File: src/isd_pkg.sv
// Shared constants, types and encodings for the instruction subset decoder
package isd_pkg;

  // ==========================================================
  // Quarter-cycle phases
  // ==========================================================
  typedef enum logic [3:0] {
    PH_Q1 = 4'b0001,
    PH_Q2 = 4'b0010,
    PH_Q3 = 4'b0100,
    PH_Q4 = 4'b1000
  } phase_t;

  // ==========================================================
  // Instruction word fields and opcode patterns
  // ==========================================================
  localparam logic [15:0] IDLE_WORD = 16'h0000;
  localparam logic [15:0] KICK_WORD = 16'h0004;
  localparam logic [4:0] JUMP_PREFIX = 5'h1A;
  localparam logic [3:0] BITSET_PREFIX = 4'h8;
  localparam logic [6:0] ZERO_PREFIX = 7'h35;
  localparam logic [6:0] NEGATE_PREFIX = 7'h36;
  localparam logic [3:0] IDLE_PREFIX = 4'hF;

  // ==========================================================
  // Address widths and access bank layout
  // ==========================================================
  localparam int PC_W = 21;
  localparam int DADDR_W = 12;
  localparam logic [3:0] ACCESS_LOW_BANK = 4'h0;
  localparam logic [3:0] ACCESS_HIGH_BANK = 4'hF;
  localparam logic [PC_W-1:0] PC_STEP = 21'h00_0002;
  localparam logic [PC_W-1:0] PC_RESET = 21'h00_0000;

  // ==========================================================
  // Status bit positions in the status register
  // ==========================================================
  localparam int ST_C = 0;
  localparam int ST_DC = 1;
  localparam int ST_Z = 2;
  localparam int ST_OV = 3;
  localparam int ST_N = 4;
  localparam int ST_TO = 8;
  localparam int ST_PD = 9;
  localparam logic [9:0] STATUS_RESET = 10'h300;
  localparam logic [9:0] STATUS_MASK = 10'h31F;

  // ==========================================================
  // Register map, byte addresses
  // ==========================================================
  localparam logic [7:0] REG_CTRL = 8'h00;
  localparam logic [7:0] REG_BANK = 8'h04;
  localparam logic [7:0] REG_STATUS = 8'h08;
  localparam logic [7:0] REG_PC = 8'h0C;
  localparam logic [7:0] REG_KICKS = 8'h10;
  localparam int CTRL_RUN = 0;
  localparam logic [31:0] CTRL_RESET = 32'h0000_0000;
  localparam logic [3:0] BANK_RESET = 4'h0;

  // ==========================================================
  // Bus encodings
  // ==========================================================
  localparam logic [1:0] HTRANS_NONSEQ = 2'b10;
  localparam logic HRESP_OKAY = 1'b0;

endpackage : isd_pkg

File: src/isd_phase_gen.sv
// Quarter-cycle phase sequencer for the instruction cycle
`timescale 1ns/1ps
`default_nettype none

module isd_phase_gen (
  // Clock and reset
  input wire logic clk_i,
  input wire logic reset_i,
  // Control
  input wire logic run_i,
  // Phase
  output isd_pkg::phase_t phase_o
);

  isd_pkg::phase_t next_phase; // Phase after this edge

  // ==========================================================
  // Phase advance
  // ==========================================================
  // A halted core parks in Q1 so a restart always begins cleanly
  always_comb begin
    unique case (phase_o)
      isd_pkg::PH_Q1: next_phase = run_i ? isd_pkg::PH_Q2 : isd_pkg::PH_Q1;
      isd_pkg::PH_Q2: next_phase = isd_pkg::PH_Q3;
      isd_pkg::PH_Q3: next_phase = isd_pkg::PH_Q4;
      isd_pkg::PH_Q4: next_phase = isd_pkg::PH_Q1;
      default: next_phase = isd_pkg::PH_Q1; // Illegal code recovers
    endcase
  end

  // Phase register
  always_ff @(posedge clk_i) begin
    if (reset_i) begin
      phase_o <= isd_pkg::PH_Q1;
    end else begin
      phase_o <= next_phase;
    end
  end

endmodule : isd_phase_gen

`default_nettype wire

File: src/isd_negate_unit.sv
// Two's complement negation with its status flags
`timescale 1ns/1ps
`default_nettype none

module isd_negate_unit (
  // Operand
  input wire logic [7:0] value_i,
  // Result and flags
  output logic [7:0] result_o,
  output logic neg_o,
  output logic ovf_o,
  output logic carry_o,
  output logic digit_carry_o,
  output logic zero_o
);

  wire logic [8:0] full_sum; // Inverted operand plus one, with carry out
  wire logic [4:0] low_sum; // Low nibble sum, with carry out

  // ==========================================================
  // Arithmetic
  // ==========================================================
  // Carries come from the real adder, not from special cases
  assign full_sum = {1'b0, ~value_i} + 9'h001;
  assign low_sum = {1'b0, ~value_i[3:0]} + 5'h01;
  assign result_o = full_sum[7:0];
  assign carry_o = full_sum[8];
  assign digit_carry_o = low_sum[4];
  assign neg_o = full_sum[7];
  assign zero_o = (full_sum[7:0] == 8'h00);
  // Only the most negative value overflows on negation
  assign ovf_o = value_i[7] & full_sum[7];

endmodule : isd_negate_unit

`default_nettype wire

File: src/isd_core.sv
// Decode and execute logic for the instruction subset, with its register slave
//
// Register access over AHB-Lite and the address map were left to the implementer.
`timescale 1ns/1ps
`default_nettype none

module isd_core (
  // Clock and reset
  input wire logic clk_i,
  input wire logic reset_i,
  // Register bus
  input wire logic hsel_i,
  input wire logic [31:0] haddr_i,
  input wire logic [1:0] htrans_i,
  input wire logic hwrite_i,
  input wire logic [2:0] hsize_i,
  input wire logic [31:0] hwdata_i,
  input wire logic hready_i,
  output logic [31:0] hrdata_o,
  output logic hreadyout_o,
  output logic hresp_o,
  // Program memory
  output logic [isd_pkg::PC_W-1:0] prog_addr_o,
  input wire logic [15:0] instr_i,
  // Data memory
  output logic [isd_pkg::DADDR_W-1:0] dmem_addr_o,
  input wire logic [7:0] dmem_rdata_i,
  output logic [7:0] dmem_wdata_o,
  output logic dmem_we_o,
  // Watchdog
  output logic wdt_counter_clear_o,
  output logic wdt_postscaler_clear_o
);

  // ==========================================================
  // Declarations
  // ==========================================================
  isd_pkg::phase_t phase; // Current quarter of the cycle
  logic [31:0] ctrl; // Control register, run bit
  logic [3:0] bank_select_reg; // Bank used when access flag is one
  logic [9:0] status; // Arithmetic flags plus timeout and powerdown
  logic [isd_pkg::PC_W-1:0] pc; // Byte address of the current word
  logic [31:0] kick_count; // Executed watchdog kicks
  logic [15:0] ir; // Instruction held for the cycle
  logic flush; // Next fetched word is dropped
  logic [7:0] operand; // File value read in Q2
  logic [7:0] result; // Value to write back in Q4
  logic [4:0] flag_result; // Flags computed in Q3
  logic flag_write; // Q4 updates arithmetic flags
  logic wdt_pulse; // Watchdog clear strobe
  logic bus_pending; // A bus transfer is in its data phase
  logic bus_write; // Pending transfer is a write
  logic [7:0] bus_addr; // Pending byte address
  wire logic run; // Core may advance

  // Decoded instruction classes
  wire logic relative_jump_op;
  wire logic bit_force_one_op;
  wire logic file_zero_op;
  wire logic watchdog_kick_op;
  wire logic file_twos_negate_op;
  wire logic idle_op;
  wire logic file_op; // Any instruction that writes a file

  // Datapath values
  wire logic [2:0] bit_index;
  wire logic [7:0] bit_mask;
  wire logic [isd_pkg::PC_W-1:0] jump_offset;
  wire logic [isd_pkg::PC_W-1:0] next_pc;
  wire logic [7:0] neg_result;
  wire logic neg_n, neg_ov, neg_c, neg_dc, neg_z;
  wire logic [7:0] next_result;
  wire logic [4:0] next_flags;
  wire logic [15:0] fetched; // Word that enters decode
  wire logic [isd_pkg::DADDR_W-1:0] next_dmem_addr;

  // Bus decoding
  wire logic bus_take;
  wire logic bus_wr;
  wire logic [31:0] read_mux;
  wire logic [9:0] status_hw_set;

  // ==========================================================
  // Helpers
  // ==========================================================
  // Full data address from access flag, bank and file address
  function automatic logic [isd_pkg::DADDR_W-1:0] file_address(
    input logic access_flag,
    input logic [3:0] bank,
    input logic [7:0] file
  );
    logic [3:0] upper;
    upper = file[7] ? isd_pkg::ACCESS_HIGH_BANK : isd_pkg::ACCESS_LOW_BANK;
    file_address = access_flag ? {bank, file} : {upper, file};
  endfunction : file_address

  // ==========================================================
  // Sub-blocks
  // ==========================================================
  isd_phase_gen u_phase (
    .clk_i(clk_i),
    .reset_i(reset_i),
    .run_i(run),
    .phase_o(phase)
  );

  isd_negate_unit u_negate (
    .value_i(operand),
    .result_o(neg_result),
    .neg_o(neg_n),
    .ovf_o(neg_ov),
    .carry_o(neg_c),
    .digit_carry_o(neg_dc),
    .zero_o(neg_z)
  );

  // ==========================================================
  // Decode
  // ==========================================================
  assign run = ctrl[isd_pkg::CTRL_RUN];
  assign fetched = flush ? isd_pkg::IDLE_WORD : instr_i;
  assign relative_jump_op = (ir[15:11] == isd_pkg::JUMP_PREFIX);
  assign bit_force_one_op = (ir[15:12] == isd_pkg::BITSET_PREFIX);
  assign file_zero_op = (ir[15:9] == isd_pkg::ZERO_PREFIX);
  assign watchdog_kick_op = (ir == isd_pkg::KICK_WORD);
  assign file_twos_negate_op = (ir[15:9] == isd_pkg::NEGATE_PREFIX);
  assign idle_op = (ir == isd_pkg::IDLE_WORD) || (ir[15:12] == isd_pkg::IDLE_PREFIX);
  // An idle word never reaches the file write path, whatever its low bits say
  assign file_op = (bit_force_one_op | file_zero_op | file_twos_negate_op) & ~idle_op;
  assign next_dmem_addr = file_address(fetched[8], bank_select_reg, fetched[7:0]);

  // ==========================================================
  // Execute datapath
  // ==========================================================
  assign bit_index = ir[11:9];
  assign bit_mask = 8'h01 << bit_index;
  assign jump_offset = {{(isd_pkg::PC_W-12){ir[10]}}, ir[10:0], 1'b0};
  assign next_pc = relative_jump_op ? (pc + isd_pkg::PC_STEP + jump_offset)
                                    : (pc + isd_pkg::PC_STEP);
  assign next_result = bit_force_one_op ? (operand | bit_mask) :
                       file_twos_negate_op ? neg_result : 8'h00;
  // negate flags, N OV Z DC C
  assign next_flags = file_twos_negate_op ? {neg_n, neg_ov, neg_z, neg_dc, neg_c}
                                          : {status[isd_pkg::ST_N], status[isd_pkg::ST_OV],
                                             1'b1, status[isd_pkg::ST_DC],
                                             status[isd_pkg::ST_C]};

  // ==========================================================
  // Instruction cycle
  // ==========================================================
  // Q1 edge: fetch into decode
  always_ff @(posedge clk_i) begin
    if (reset_i) begin
      ir <= isd_pkg::IDLE_WORD;
      dmem_addr_o <= '0;
    end else if (phase == isd_pkg::PH_Q1 && run) begin
      ir <= fetched;
      dmem_addr_o <= next_dmem_addr;
    end
  end

  always_ff @(posedge clk_i) begin
    if (reset_i) begin
      operand <= 8'h00;
    end else if (phase == isd_pkg::PH_Q2 && file_op) begin
      operand <= dmem_rdata_i;
    end
  end

  // Q3 edge: compute result and flags
  always_ff @(posedge clk_i) begin
    if (reset_i) begin
      result <= 8'h00;
      flag_result <= 5'h00;
      flag_write <= 1'b0;
    end else if (phase == isd_pkg::PH_Q3) begin
      result <= next_result;
      flag_result <= next_flags;
      flag_write <= file_zero_op | file_twos_negate_op;
    end
  end

  // Write strobe stands through Q4 only
  always_ff @(posedge clk_i) begin
    if (reset_i) begin
      dmem_we_o <= 1'b0;
    end else begin
      dmem_we_o <= (phase == isd_pkg::PH_Q3) && file_op;
    end
  end
  assign dmem_wdata_o = result;

  always_ff @(posedge clk_i) begin
    if (reset_i) begin
      wdt_pulse <= 1'b0;
    end else begin
      wdt_pulse <= (phase == isd_pkg::PH_Q2) && watchdog_kick_op;
    end
  end
  assign wdt_counter_clear_o = wdt_pulse;
  assign wdt_postscaler_clear_o = wdt_pulse;

  // PC written at Q4; jump flushes one word
  // The dropped cycle holds the PC, so the jump target runs right after it
  always_ff @(posedge clk_i) begin
    if (reset_i) begin
      pc <= isd_pkg::PC_RESET;
      flush <= 1'b0;
    end else if (phase == isd_pkg::PH_Q4) begin
      pc <= flush ? pc : next_pc;
      flush <= relative_jump_op;
    end
  end
  assign prog_addr_o = pc;

  // ==========================================================
  // Register bus slave
  // ==========================================================
  // Zero wait state: every transfer completes in its first data cycle
  assign hreadyout_o = 1'b1;
  assign hresp_o = isd_pkg::HRESP_OKAY;
  assign bus_take = hsel_i && hready_i && (htrans_i == isd_pkg::HTRANS_NONSEQ);
  assign bus_wr = bus_pending && bus_write;

  // Address phase capture
  always_ff @(posedge clk_i) begin
    if (reset_i) begin
      bus_pending <= 1'b0;
      bus_write <= 1'b0;
      bus_addr <= 8'h00;
    end else if (hready_i) begin
      bus_pending <= bus_take;
      bus_write <= hwrite_i;
      bus_addr <= haddr_i[7:0];
    end
  end

  // Read data, registered from the address phase; unmapped reads give zero
  assign read_mux =
    (haddr_i[7:0] == isd_pkg::REG_CTRL) ? ctrl :
    (haddr_i[7:0] == isd_pkg::REG_BANK) ? {28'h000_0000, bank_select_reg} :
    (haddr_i[7:0] == isd_pkg::REG_STATUS) ? {22'h00_0000, status} :
    (haddr_i[7:0] == isd_pkg::REG_PC) ? {11'h000, pc} :
    (haddr_i[7:0] == isd_pkg::REG_KICKS) ? kick_count : 32'h0000_0000;

  always_ff @(posedge clk_i) begin
    if (reset_i) begin
      hrdata_o <= 32'h0000_0000;
    end else if (bus_take && !hwrite_i) begin
      hrdata_o <= read_mux;
    end
  end

  // Control and bank registers; bank changes take effect at the next decode
  always_ff @(posedge clk_i) begin
    if (reset_i) begin
      ctrl <= isd_pkg::CTRL_RESET;
      bank_select_reg <= isd_pkg::BANK_RESET;
    end else if (bus_wr && bus_addr == isd_pkg::REG_CTRL) begin
      ctrl <= hwdata_i & (32'h0000_0001 << isd_pkg::CTRL_RUN);
    end else if (bus_wr && bus_addr == isd_pkg::REG_BANK) begin
      bank_select_reg <= hwdata_i[3:0];
    end
  end

  // ==========================================================
  // Status register
  // ==========================================================
  // Kick sets timeout and powerdown; hardware wins over software
  assign status_hw_set = wdt_pulse ? ((10'h001 << isd_pkg::ST_TO) | (10'h001 << isd_pkg::ST_PD))
                                   : 10'h000;

  always_ff @(posedge clk_i) begin
    if (reset_i) begin
      status <= isd_pkg::STATUS_RESET;
    end else begin
      if (bus_wr && bus_addr == isd_pkg::REG_STATUS) begin
        status <= (hwdata_i[9:0] & isd_pkg::STATUS_MASK) | status_hw_set;
      end else begin
        status <= status | status_hw_set;
      end
      // flags only from register-modifying ops; beats software
      if (phase == isd_pkg::PH_Q4 && flag_write) begin
        status[isd_pkg::ST_N:isd_pkg::ST_C] <= flag_result;
      end
    end
  end

  // Kick counter, useful to see the watchdog being serviced
  always_ff @(posedge clk_i) begin
    if (reset_i) begin
      kick_count <= 32'h0000_0000;
    end else if (wdt_pulse) begin
      kick_count <= kick_count + 32'h0000_0001;
    end
  end

endmodule : isd_core

`default_nettype wire

File: config.mk
export PLATFORM = sky130hd
export DESIGN_NAME = isd_core
export DESIGN_NICKNAME = d
export VERILOG_FILES = /design/src/isd_pkg.sv /design/src/isd_phase_gen.sv /design/src/isd_negate_unit.sv /design/src/isd_core.sv
export SDC_FILE = /design/constraint.sdc
export NUM_CORES = 1
export LEC_CHECK = 0
export ABC_AREA = 1
export BUFFER_PORTS_ARGS = -buffer_cell sky130_fd_sc_hd__buf_2
export CORE_MARGIN = 4
export CORE_UTILIZATION = 50
export CTS_CLUSTER_SIZE = 8
export DETAILED_ROUTE_END_ITERATION = 12
export PLACE_DENSITY = 0.73
export SYNTH_ARGS = -nofsm -noshare
export SYNTH_HDL_FRONTEND = slang
export SYNTH_SLANG_ARGS = --single-unit
File: constraint.sdc
create_clock -name clk_i -period 4.3 [get_ports clk_i]
set_input_delay 0.215 -clock clk_i [delete_from_list [all_inputs] [get_ports clk_i]]
set_output_delay 0.215 -clock clk_i [all_outputs]
set_load 0.005 [all_outputs]
==> impl_metrics.yaml, run 1 <==
cells_and_area:
  multi_input_area_um2: 5086
  drive_gt1_frac: 0.1603
  seq_area_um2: 3103
  nets: 1535
  fin_util: 0.5759
  design_area_um2: 10340
  antenna_cells: 0
  fillers: 1756
  area_growth_pct: 13.42
sta:
  setup_ws_ns: 1.093
  slew_violations: 0
  tns_ns: 0
  tightest_slew_ns: 0.9620
  period_minus_slack_ns: 3.207
  rsz0062_at_grt: "no"
  hold_viol: 0
  fmax_ghz: 0.3118
  clock_skew_ns: 0.008169
  post-route-period-util: 0.7458
  slew_headroom: 0.3580
  setup_viol: 0
power_and_ir_drop:
  power.leakage_nw: 4.743
  switchingPower_w: 0.0007501
  irDropWorstVdd_mv: 0.3268
  switching_share: 0.2514
  clock_power_share: 0.486
  p_int_w: 0.002234
  seqPwrFrac: 0.484
  p_comb_frac: 0.029
  power.density_nw_per_um2: 288.5
synthesis:
  netlist_area_um2: 9121
  synth-seq-cells: 155
  yosys_warnings: 0
  synth_area_leader_cell: "dfxtp_1"
  yosys.area.top_type_share: 0.3402
  avgSynthCellArea_um2: 6.926
  synth_most_common_cell: "nand2_1"
  syn_inst: 1317
  ys.flop_type: "dfxtp_1"
  synth_common_cells: "nand2_1 (252), inv_1 (159), dfxtp_1 (155)"
  synth.distinct_cells: 53
  synth_edf_count: 0
  yosys-top-cells-area: "dfxtp_1 (34%), nand2_1 (10%), a21oi_1 (6.6%)"
  ys_seq_area_frac: 0.3402
  synth-async-reset-ratio: 0
clock_network:
  cts.clk_slew.worst_paths_ns: 0.07
  clkSinkCount: 155
  cts_tree: "done"
  cts_buffers: 17
  clock-root-buffer: "clkbuf_16"
  htreeDepth: 4
  post_cts_buffers: 0
  cts.path.max_buffers: 2
  clk_latency_ns: 0.43
placement:
  port_buffers: 120
  dp_hpwl_um: 18670
  gp_congestion: 0.9449
  pre_cts_ws_ns: 1.158
  post_dp_cell_area_um2: 9752
routing:
  drt-pass1-iter-count: 6
  wirelength_um: 25280
  ant_nets: 0
  drtIter0Drc: 586
  vias: 9020
  wl_per_cell_um: 15.31
  routed_via_density: 5.463
  drcViolationCount: 0
critical_path:
  worstSetupEndpointType: "flop"
  start_kind: "flop"
  crit_type: "flop to flop"
  cp_max_fo: 8
  cp.required_ns: 4.62
  critPathArrivalTime_ns: 3.53
floorplanning:
  die-area_um2: 20470
  die_w_um: 143.1
  start_util: 0.5078
  fp.coreArea_um2: 17960
  num_rows: 49
  ios: 176
  die_h_um: 143.1
grt:
  antenna_found_initial: 0
  grt_max_degree: 68
  grt_pass1_wl_um: 41310
  grt_usage: 0.2496
  grt_pass1_vias: 8334
  overflow: 0
hold_path:
  hp-class: "input port to flop"
outcome:
  outcome: "complete, no violations"
run:
  cap_violations: 0
power groups by stage:
stage	registers (W)	logic [W]	clock network, W
after detailed placement	0.00148	0.0000851	0
after global routing	0.00145	0.0000982	0.00153
after CTS	0.00145	0.0000875	0.00146
after floorplan	0.00148	0.0000511	0
after global placement	0.00148	0.0000840	0
final	0.00145	0.0000875	0.00145
critical path, cell delays in order (launching register included):
cell and delay (ns):
dfxtp_1 0.53, ha_1 0.37, nand2_1 0.09, nor2_1 0.27, nand2_1 0.18, nor2_1 0.13
nand2_1 0.06, and2_1 0.17, ha_1 0.40, nand2_1 0.14, nor3_1 0.28, o21ai_0 0.18
nand3_1 0.10, nand2_1 0.05, nand3_1 0.06, a21oi_1 0.08
logic make-up (layout without fill, tap and decap cells):
group	Yosys count	after routing	synth area share
AND/OR/NAND/NOR	586	586	0.3122
AO/OA/AOI/OAI	294	294	0.1793
buffers and inverters	227	331	0.1026
flip-flops	155	155	0.3402
adder cells (fa/ha/maj)	28	28	0.03923
XOR/XNOR	25	25	0.02565
other	2	3	0.0008234
per-stage QoR:
stage                     power [W]  hold slack [ns]  instances
after floorplan            0.001528           0.3494       1318
after global placement     0.001562           0.4346       1616
after detailed placement   0.001563           0.4374       1616
after CTS                  0.002994         0.003895       1651
after global routing       0.003070          0.01149       1651
final                      0.002984         0.007597       1651
timing repair:
| item | CTS | global route |
|---|---|---|
| hold buffers | 3 | 0 |
| gates resized for setup | 0 | 0 |
| endpoints found under the hold margin | 3 | 0 |
final timing paths:
path | from | to | slack [ns] | cells past startpoint
setup / recovery | prog_addr_o[1]$_SDFFE_PP0P_ | prog_addr_o[18]$_SDFFE_PP0P_ | 1.09 | 15
hold / removal | instr_i[0] | dmem_addr_o[0]$_SDFFE_PP0P_ | 0.008 | 3
setup reg to reg | prog_addr_o[1]$_SDFFE_PP0P_ | prog_addr_o[18]$_SDFFE_PP0P_ | 1.09 | 15
hold reg to reg | hrdata_o[17]$_SDFFE_PP0P_ | hrdata_o[17]$_SDFFE_PP0P_ | 0.46 | 2
placed cells by master (no fill, tap or decap), drive strengths merged, types with 19 or more instances in the layout:
| cell type | instances |
|---|---|
| a21oi | 123 |
| buf | 124 |
| dfxtp | 155 |
| ha | 27 |
| inv | 178 |
| nand2 | 267 |
| nand3 | 120 |
| nand4 | 24 |
| nor2 | 114 |
| nor3 | 36 |
| o211ai | 20 |
| o21ai | 108 |
| xor2 | 19 |
cell type report:
cell class,count,area share
Clock buffer,18,0.04149
Clock inverter,14,0.01294
Inverter,172,0.06241
Multi-Input combinational cell,936,0.4917
Sequential cell,155,0.3000
Tap cell,229,0.02770
Timing Repair Buffer,127,0.06386
per-layer routing:
metal  up-vias  share of wire  global-route usage
li1       4576              -                   -
met1      4133           0.45              0.3339
met2       280           0.47              0.4085
met3        31          0.070             0.05325
met4         0          0.016             0.06953
met5         -              0                   0
(Power assumes the default switching activity.)
==> run 2: changes to the inputs <==
--- a/config.mk
+++ b/config.mk
@@ -11,7 +11,7 @@
 export CORE_UTILIZATION = 50
 export CTS_CLUSTER_SIZE = 8
 export DETAILED_ROUTE_END_ITERATION = 12
-export PLACE_DENSITY = 0.73
+export PLACE_DENSITY = 0.76
 export SYNTH_ARGS = -nofsm -noshare
 export SYNTH_HDL_FRONTEND = slang
 export SYNTH_SLANG_ARGS = --single-unit
==> constraint.sdc (replaced) <==
create_clock -name clk_i -period 2.95 [get_ports clk_i]
set_input_delay 0.1475 -clock clk_i [delete_from_list [all_inputs] [get_ports clk_i]]
set_output_delay 0.1475 -clock clk_i [all_outputs]
set_load 0.005 [all_outputs]
==> impl_metrics.yaml, run 2 (synthesized netlist as in run 1, its figures left out) <==
outcome:
  outcome: "complete, no violations"
sta:
  period_minus_slack_ns: 2.686
  slew_headroom: 0.3051
  slew_violations: 0
  clock_skew_ns: 0.007805
  hold_viol: 0
  post-route-period-util: 0.9106
  tightest_slew_ns: 1.041
  setup_ws_ns: 0.2637
  setup_viol: 0
  fmax_ghz: 0.3723
critical_path:
  reg2reg_slack_ns: 0.26
  start_kind: "flop"
  crit_chain: "inv_2 -> nor3_4 -> nand2_1 -> nor2_1 -> nand3_1 -> and2_1 -> ha_1 -> nand4_1 -> nor2_1 -> nand3_1 -> nand3_1 -> nand3_1 -> nand3_2 -> a21oi_2"
  crit_type: "flop to flop"
  worstSetupEndpointType: "flop"
  cpPeakStageDelay_ns: 0.45
  r2r_start: "prog_addr_o[9]$_SDFFE_PP0P_"
  critPathArrivalTime_ns: 3.00
  cp_max_fo: 5
  reg2regPathDepth: 14
  cpLargestDelayFamily: "simple AND/OR/NAND/NOR gates"
  critPathMostFrequentCell: "nand3_1"
  cp.required_ns: 3.27
  slowest_stage: "dfxtp_1"
  crit_buf_inv: 1
  r2r-end: "prog_addr_o[20]$_SDFFE_PP0P_"
clock_network:
  post_cts_buffers: 0
  clkSinkCount: 155
  cts.clk_slew.worst_paths_ns: 0.07
  clock-root-buffer: "clkbuf_16"
  htreeDepth: 4
  cts_buffers: 17
  cts_tree: "done"
  clk_latency_ns: 0.43
  cts.path.max_buffers: 2
cells_and_area:
  final_cell_mix: "nand2_1 (252), inv_1 (158), dfxtp_1 (148)"
  antenna_cells: 0
  nets: 1567
  area_growth_pct: 17.42
  finalNonFillerCells: 1683
  fin_util: 0.5962
  design_area_um2: 10710
  layout_commonest_cell: "nand2_1"
  drive_gt1_frac: 0.1706
routing:
  wl_per_cell_um: 15.19
  vias: 9271
  drtIter0Drc: 692
  wirelength_um: 25560
  drcViolationCount: 0
  ant_nets: 0
  drt-pass1-iter-count: 8
  routed_via_density: 5.509
placement:
  post_dp_cell_area_um2: 9849
  pre_cts_ws_ns: 0.2122
  gp_congestion: 0.9111
  port_buffers: 120
  dp_hpwl_um: 18800
  dp_cells: 1629
run:
  cap_violations: 0
grt:
  grt_max_degree: 68
  grt_pass1_vias: 8608
  grt_usage: 0.2478
  overflow: 0
  grt_pass1_wl_um: 41410
  antenna_found_initial: 0
hold_path:
  whs_endpoint: "operand[5]$_SDFFE_PP0P_"
  hp-class: "input port to flop"
  hold_path_depth: 3
  hold_path_startpoint: "dmem_rdata_i[5]"
power_and_ir_drop:
  power.leakage_nw: 4.939
  finalPower_w: 0.004617
  power.density_nw_per_um2: 431.1
  irDropWorstVdd_mv: 0.4326
floorplanning:
  fp.coreArea_um2: 17960
  ios: 176
  die_h_um: 143.1
  start_util: 0.5078
  num_rows: 49
  die_w_um: 143.1
  die-area_um2: 20470
-- run 2: cell types whose count changed in the layout (fill, tap and decap cells not counted), sizes merged --
cell	change
inv	-3
buf	+13
clkinvlp	+1
clkbuf	+1
bufinv	+4
clkinv	-3
dlygate4sd3	+19
-- run 2: worst register-to-register path: stages (launching register included) --
cell     delay [ns]
dfxtp_1        0.45
inv_2          0.14
nor3_4         0.28
nand2_1        0.12
nor2_1         0.14
nand3_1        0.10
and2_1         0.18
ha_1           0.35
nand4_1        0.15
nor2_1         0.17
nand3_1        0.09
nand3_1        0.15
nand3_1        0.11
nand3_2        0.09
a21oi_2        0.07
-- run 2: layout make-up --
cell class | count | area, µm²
clock inverters | 13 | 190.2
inverters | 172 | 645.6
repair buffers | 159 | 948.4
fillers | 1692 | 7253
flip-flops and latches | 155 | 3112
clock buffers | 19 | 432.9
well taps | 229 | 286.5
multi-input cells | 936 | 5095
-- run 2: per-stage QoR --
stage	setup TNS, ns	hold slack [ns]
after global placement	0	0.3676
after detailed placement	0	0.3744
final	0	0.01574
after global routing	-0.0004889	0.01506
after CTS	0	0.002229
after floorplan	0	0.2819
-- run 2: routing by layer --
metal,vias to the layer above,global-route usage,part of all wire
met5,-,0,0
met4,0,0.07454,0.021
met3,43,0.05023,0.064
met2,288,0.4095,0.47
met1,4320,0.3277,0.45
li1,4620,-,-
-- run 2: repair_timing --
action | 4_1_cts | 5_1_grt
hold buffers | 22 | 0
gates resized for setup | 0 | 9
endpoints found under the setup margin | 0 | 8
endpoints found under the hold margin | 23 | 0
-- run 2: worst max path at each step --
stage | slack, ns | endpoint | start | cells past startpoint
floorplan | 0.40 | prog_addr_o[18]$_SDFFE_PP0P_ | prog_addr_o[1]$_SDFFE_PP0P_ | 15
finish | 0.26 | prog_addr_o[20]$_SDFFE_PP0P_ | prog_addr_o[9]$_SDFFE_PP0P_ | 14
CTS | 0.19 | prog_addr_o[10]$_SDFFE_PP0P_ | prog_addr_o[2]$_SDFFE_PP0P_ | 17
global placement | 0.25 | prog_addr_o[10]$_SDFFE_PP0P_ | prog_addr_o[2]$_SDFFE_PP0P_ | 17
global route | -0.0005 | prog_addr_o[10]$_SDFFE_PP0P_ | prog_addr_o[2]$_SDFFE_PP0P_ | 17
detailed placement | 0.21 | prog_addr_o[10]$_SDFFE_PP0P_ | prog_addr_o[2]$_SDFFE_PP0P_ | 17
-- run 2: power by group --
| part | total (W) | switching, W | internal, W | leakage (nW) |
|---|---|---|---|---|
| logic | 0.000149 | 0.0000888 | 0.0000607 | 3.39 |
| registers | 0.00211 | 0.00000608 | 0.00210 | 1.25 |
| clock network | 0.00236 | 0.000932 | 0.00143 | 0.296 |
| total | 0.00462 | 0.00103 | 0.00359 | 4.94 |
==> run 3: changes to the inputs <==
--- a/config.mk
+++ b/config.mk
@@ -7,6 +7,7 @@
 export LEC_CHECK = 0
 export ABC_AREA = 1
 export BUFFER_PORTS_ARGS = -buffer_cell sky130_fd_sc_hd__buf_2
+export CORE_ASPECT_RATIO = 0.7
 export CORE_MARGIN = 4
 export CORE_UTILIZATION = 50
 export CTS_CLUSTER_SIZE = 8
==> impl_metrics.yaml, run 3 (synthesized netlist as in run 1, its figures left out) <==
routing:
  routed_via_density: 5.526
  drtIter0Drc: 883
  drt-pass1-iter-count: 6
  drcViolationCount: 0
  vias: 9377
  ant_nets: 0
  wl_per_cell_um: 15.49
  wirelength_um: 26290
clock_network:
  clock-root-buffer: "clkbuf_16"
  htreeDepth: 4
  cts.clk_slew.worst_paths_ns: 0.07
  cts_tree: "done"
  clk_latency_ns: 0.43
  cts_buffers: 17
  cts.path.max_buffers: 2
  clkSinkCount: 155
cells_and_area:
  nets: 1574
  final_cell_mix: "nand2_1 (252), inv_1 (158), dfxtp_1 (155)"
  area_growth_pct: 18.13
  finalNonFillerCells: 1697
  drive_gt1_frac: 0.1697
  layout_commonest_cell: "nand2_1"
  antenna_cells: 0
floorplanning:
  die_w_um: 169.4
  die-area_um2: 20500
  fp.coreArea_um2: 17950
  die_h_um: 121.0
  start_util: 0.5080
  num_rows: 41
  ios: 176
power_and_ir_drop:
  power.density_nw_per_um2: 425.9
  irDropWorstVdd_mv: 0.3098
  power.leakage_nw: 4.957
placement:
  dp_cells: 1640
  gp_congestion: 0.9159
  pre_cts_ws_ns: 0.2606
  port_buffers: 120
  dp_hpwl_um: 19530
grt:
  grt_usage: 0.2565
  grt_pass1_wl_um: 42760
  grt_pass1_vias: 8488
  antenna_found_initial: 0
  grt_max_degree: 54
  overflow: 0
critical_path:
  cp_max_fo: 6
  cpPeakStageDelay_ns: 0.43
  slowest_stage: "dfxtp_1"
  cp.required_ns: 3.26
  crit_type: "flop to flop"
  critPathArrivalTime_ns: 3.04
  worstSetupEndpointType: "flop"
  critPathMostFrequentCell: "nand2_1"
  crit_chain: "nand2_1 -> nor2_2 -> nand2_1 -> xor2_1 -> ha_1 -> nand2_1 -> nor2_1 -> inv_1 -> a21oi_1 -> o21ai_0 -> nand3_1 -> nand2_1 -> nand3_1 -> a21oi_1"
  start_kind: "flop"
  crit_buf_inv: 1
  cpLargestDelayFamily: "simple AND/OR/NAND/NOR gates"
sta:
  period_minus_slack_ns: 2.725
  tightest_slew_ns: 0.9908
  setup_viol: 0
  clock_skew_ns: 0.01069
  slew_headroom: 0.3387
  post-route-period-util: 0.9236
  setup_ws_ns: 0.2254
  hold_viol: 0
  tns_ns: 0
  fmax_ghz: 0.3670
  slew_violations: 0
run:
  cap_violations: 0
hold_path:
  hp-class: "input port to flop"
outcome:
  outcome: "complete, no violations"
[run 3: changes by cell type in the layout (fill, tap and decap cells not counted), moves of 2 or more]
cell / delta
buf_4: +4
clkbuf_8: +3
clkinv_2: -2
clkinv_4: +2
dfxtp_1: +7
dfxtp_2: -7
dlygate4sd3_1: +3
[run 3: cell type report]
type	count	area, µm²
tap	236	295.3
clock inverter	11	157.7
fill	1645	7179
inverter	172	645.6
timing repair buffer	166	1008
clock buffer	21	470.5
sequential	155	3103
multi-input combinational	936	5095
[run 3: power breakdown]
group	switching (W)	internal [W]
combinational	0.0000914	0.0000633
clock	0.000914	0.00141
sequential	0.00000610	0.00210
[run 3: worst paths after layout]
check / start / to / slack (ns) / cells past startpoint
max: prog_addr_o[7]$_SDFFE_PP0P_ / prog_addr_o[18]$_SDFFE_PP0P_ / 0.23 / 14
min: dmem_rdata_i[6] / operand[6]$_SDFFE_PP0P_ / 0.01 / 3
min reg2reg: hrdata_o[12]$_SDFFE_PP0P_ / hrdata_o[12]$_SDFFE_PP0P_ / 0.46 / 2
max reg2reg: prog_addr_o[7]$_SDFFE_PP0P_ / prog_addr_o[18]$_SDFFE_PP0P_ / 0.23 / 14
[run 3: through the flow]
| stage | hold slack (ns) | area (µm²) | utilization | total power [W] |
|---|---|---|---|---|
| after CTS | 0.0005171 | 10770 | 0.5997 | 0.004598 |
| after global routing | 0.009214 | 10780 | 0.6001 | 0.004713 |
| after floorplan | 0.2819 | 9125 | - | 0.002228 |
| final | 0.01301 | 10780 | 0.6001 | 0.004590 |
| after detailed placement | 0.3768 | 9888 | 0.5507 | 0.002279 |
| after global placement | 0.3692 | 9888 | 0.5507 | 0.002277 |
[run 3: timing repair]
action	4_1_cts	5_1_grt
hold endpoints to repair	26	0
gates resized for setup	0	3
hold buffers	25	0
setup endpoints to repair	0	7
setup buffers	0	0
[run 3: worst min-delay path, stage by stage]
cell	delay, ns
buf_2	0.07
o21ai_0	0.08
a21oi_1	0.10
[run 3: routing by layer]
| metal | global-route usage | wire [µm] | vias up |
|---|---|---|---|
| met5 | 0 | 0 | - |
| met2 | 0.3868 | 11470 | 407 |
| met1 | 0.3793 | 12390 | 4296 |
| met4 | 0.06033 | 261 | 0 |
| met3 | 0.04917 | 2165 | 30 |
| li1 | - | - | 4644 |
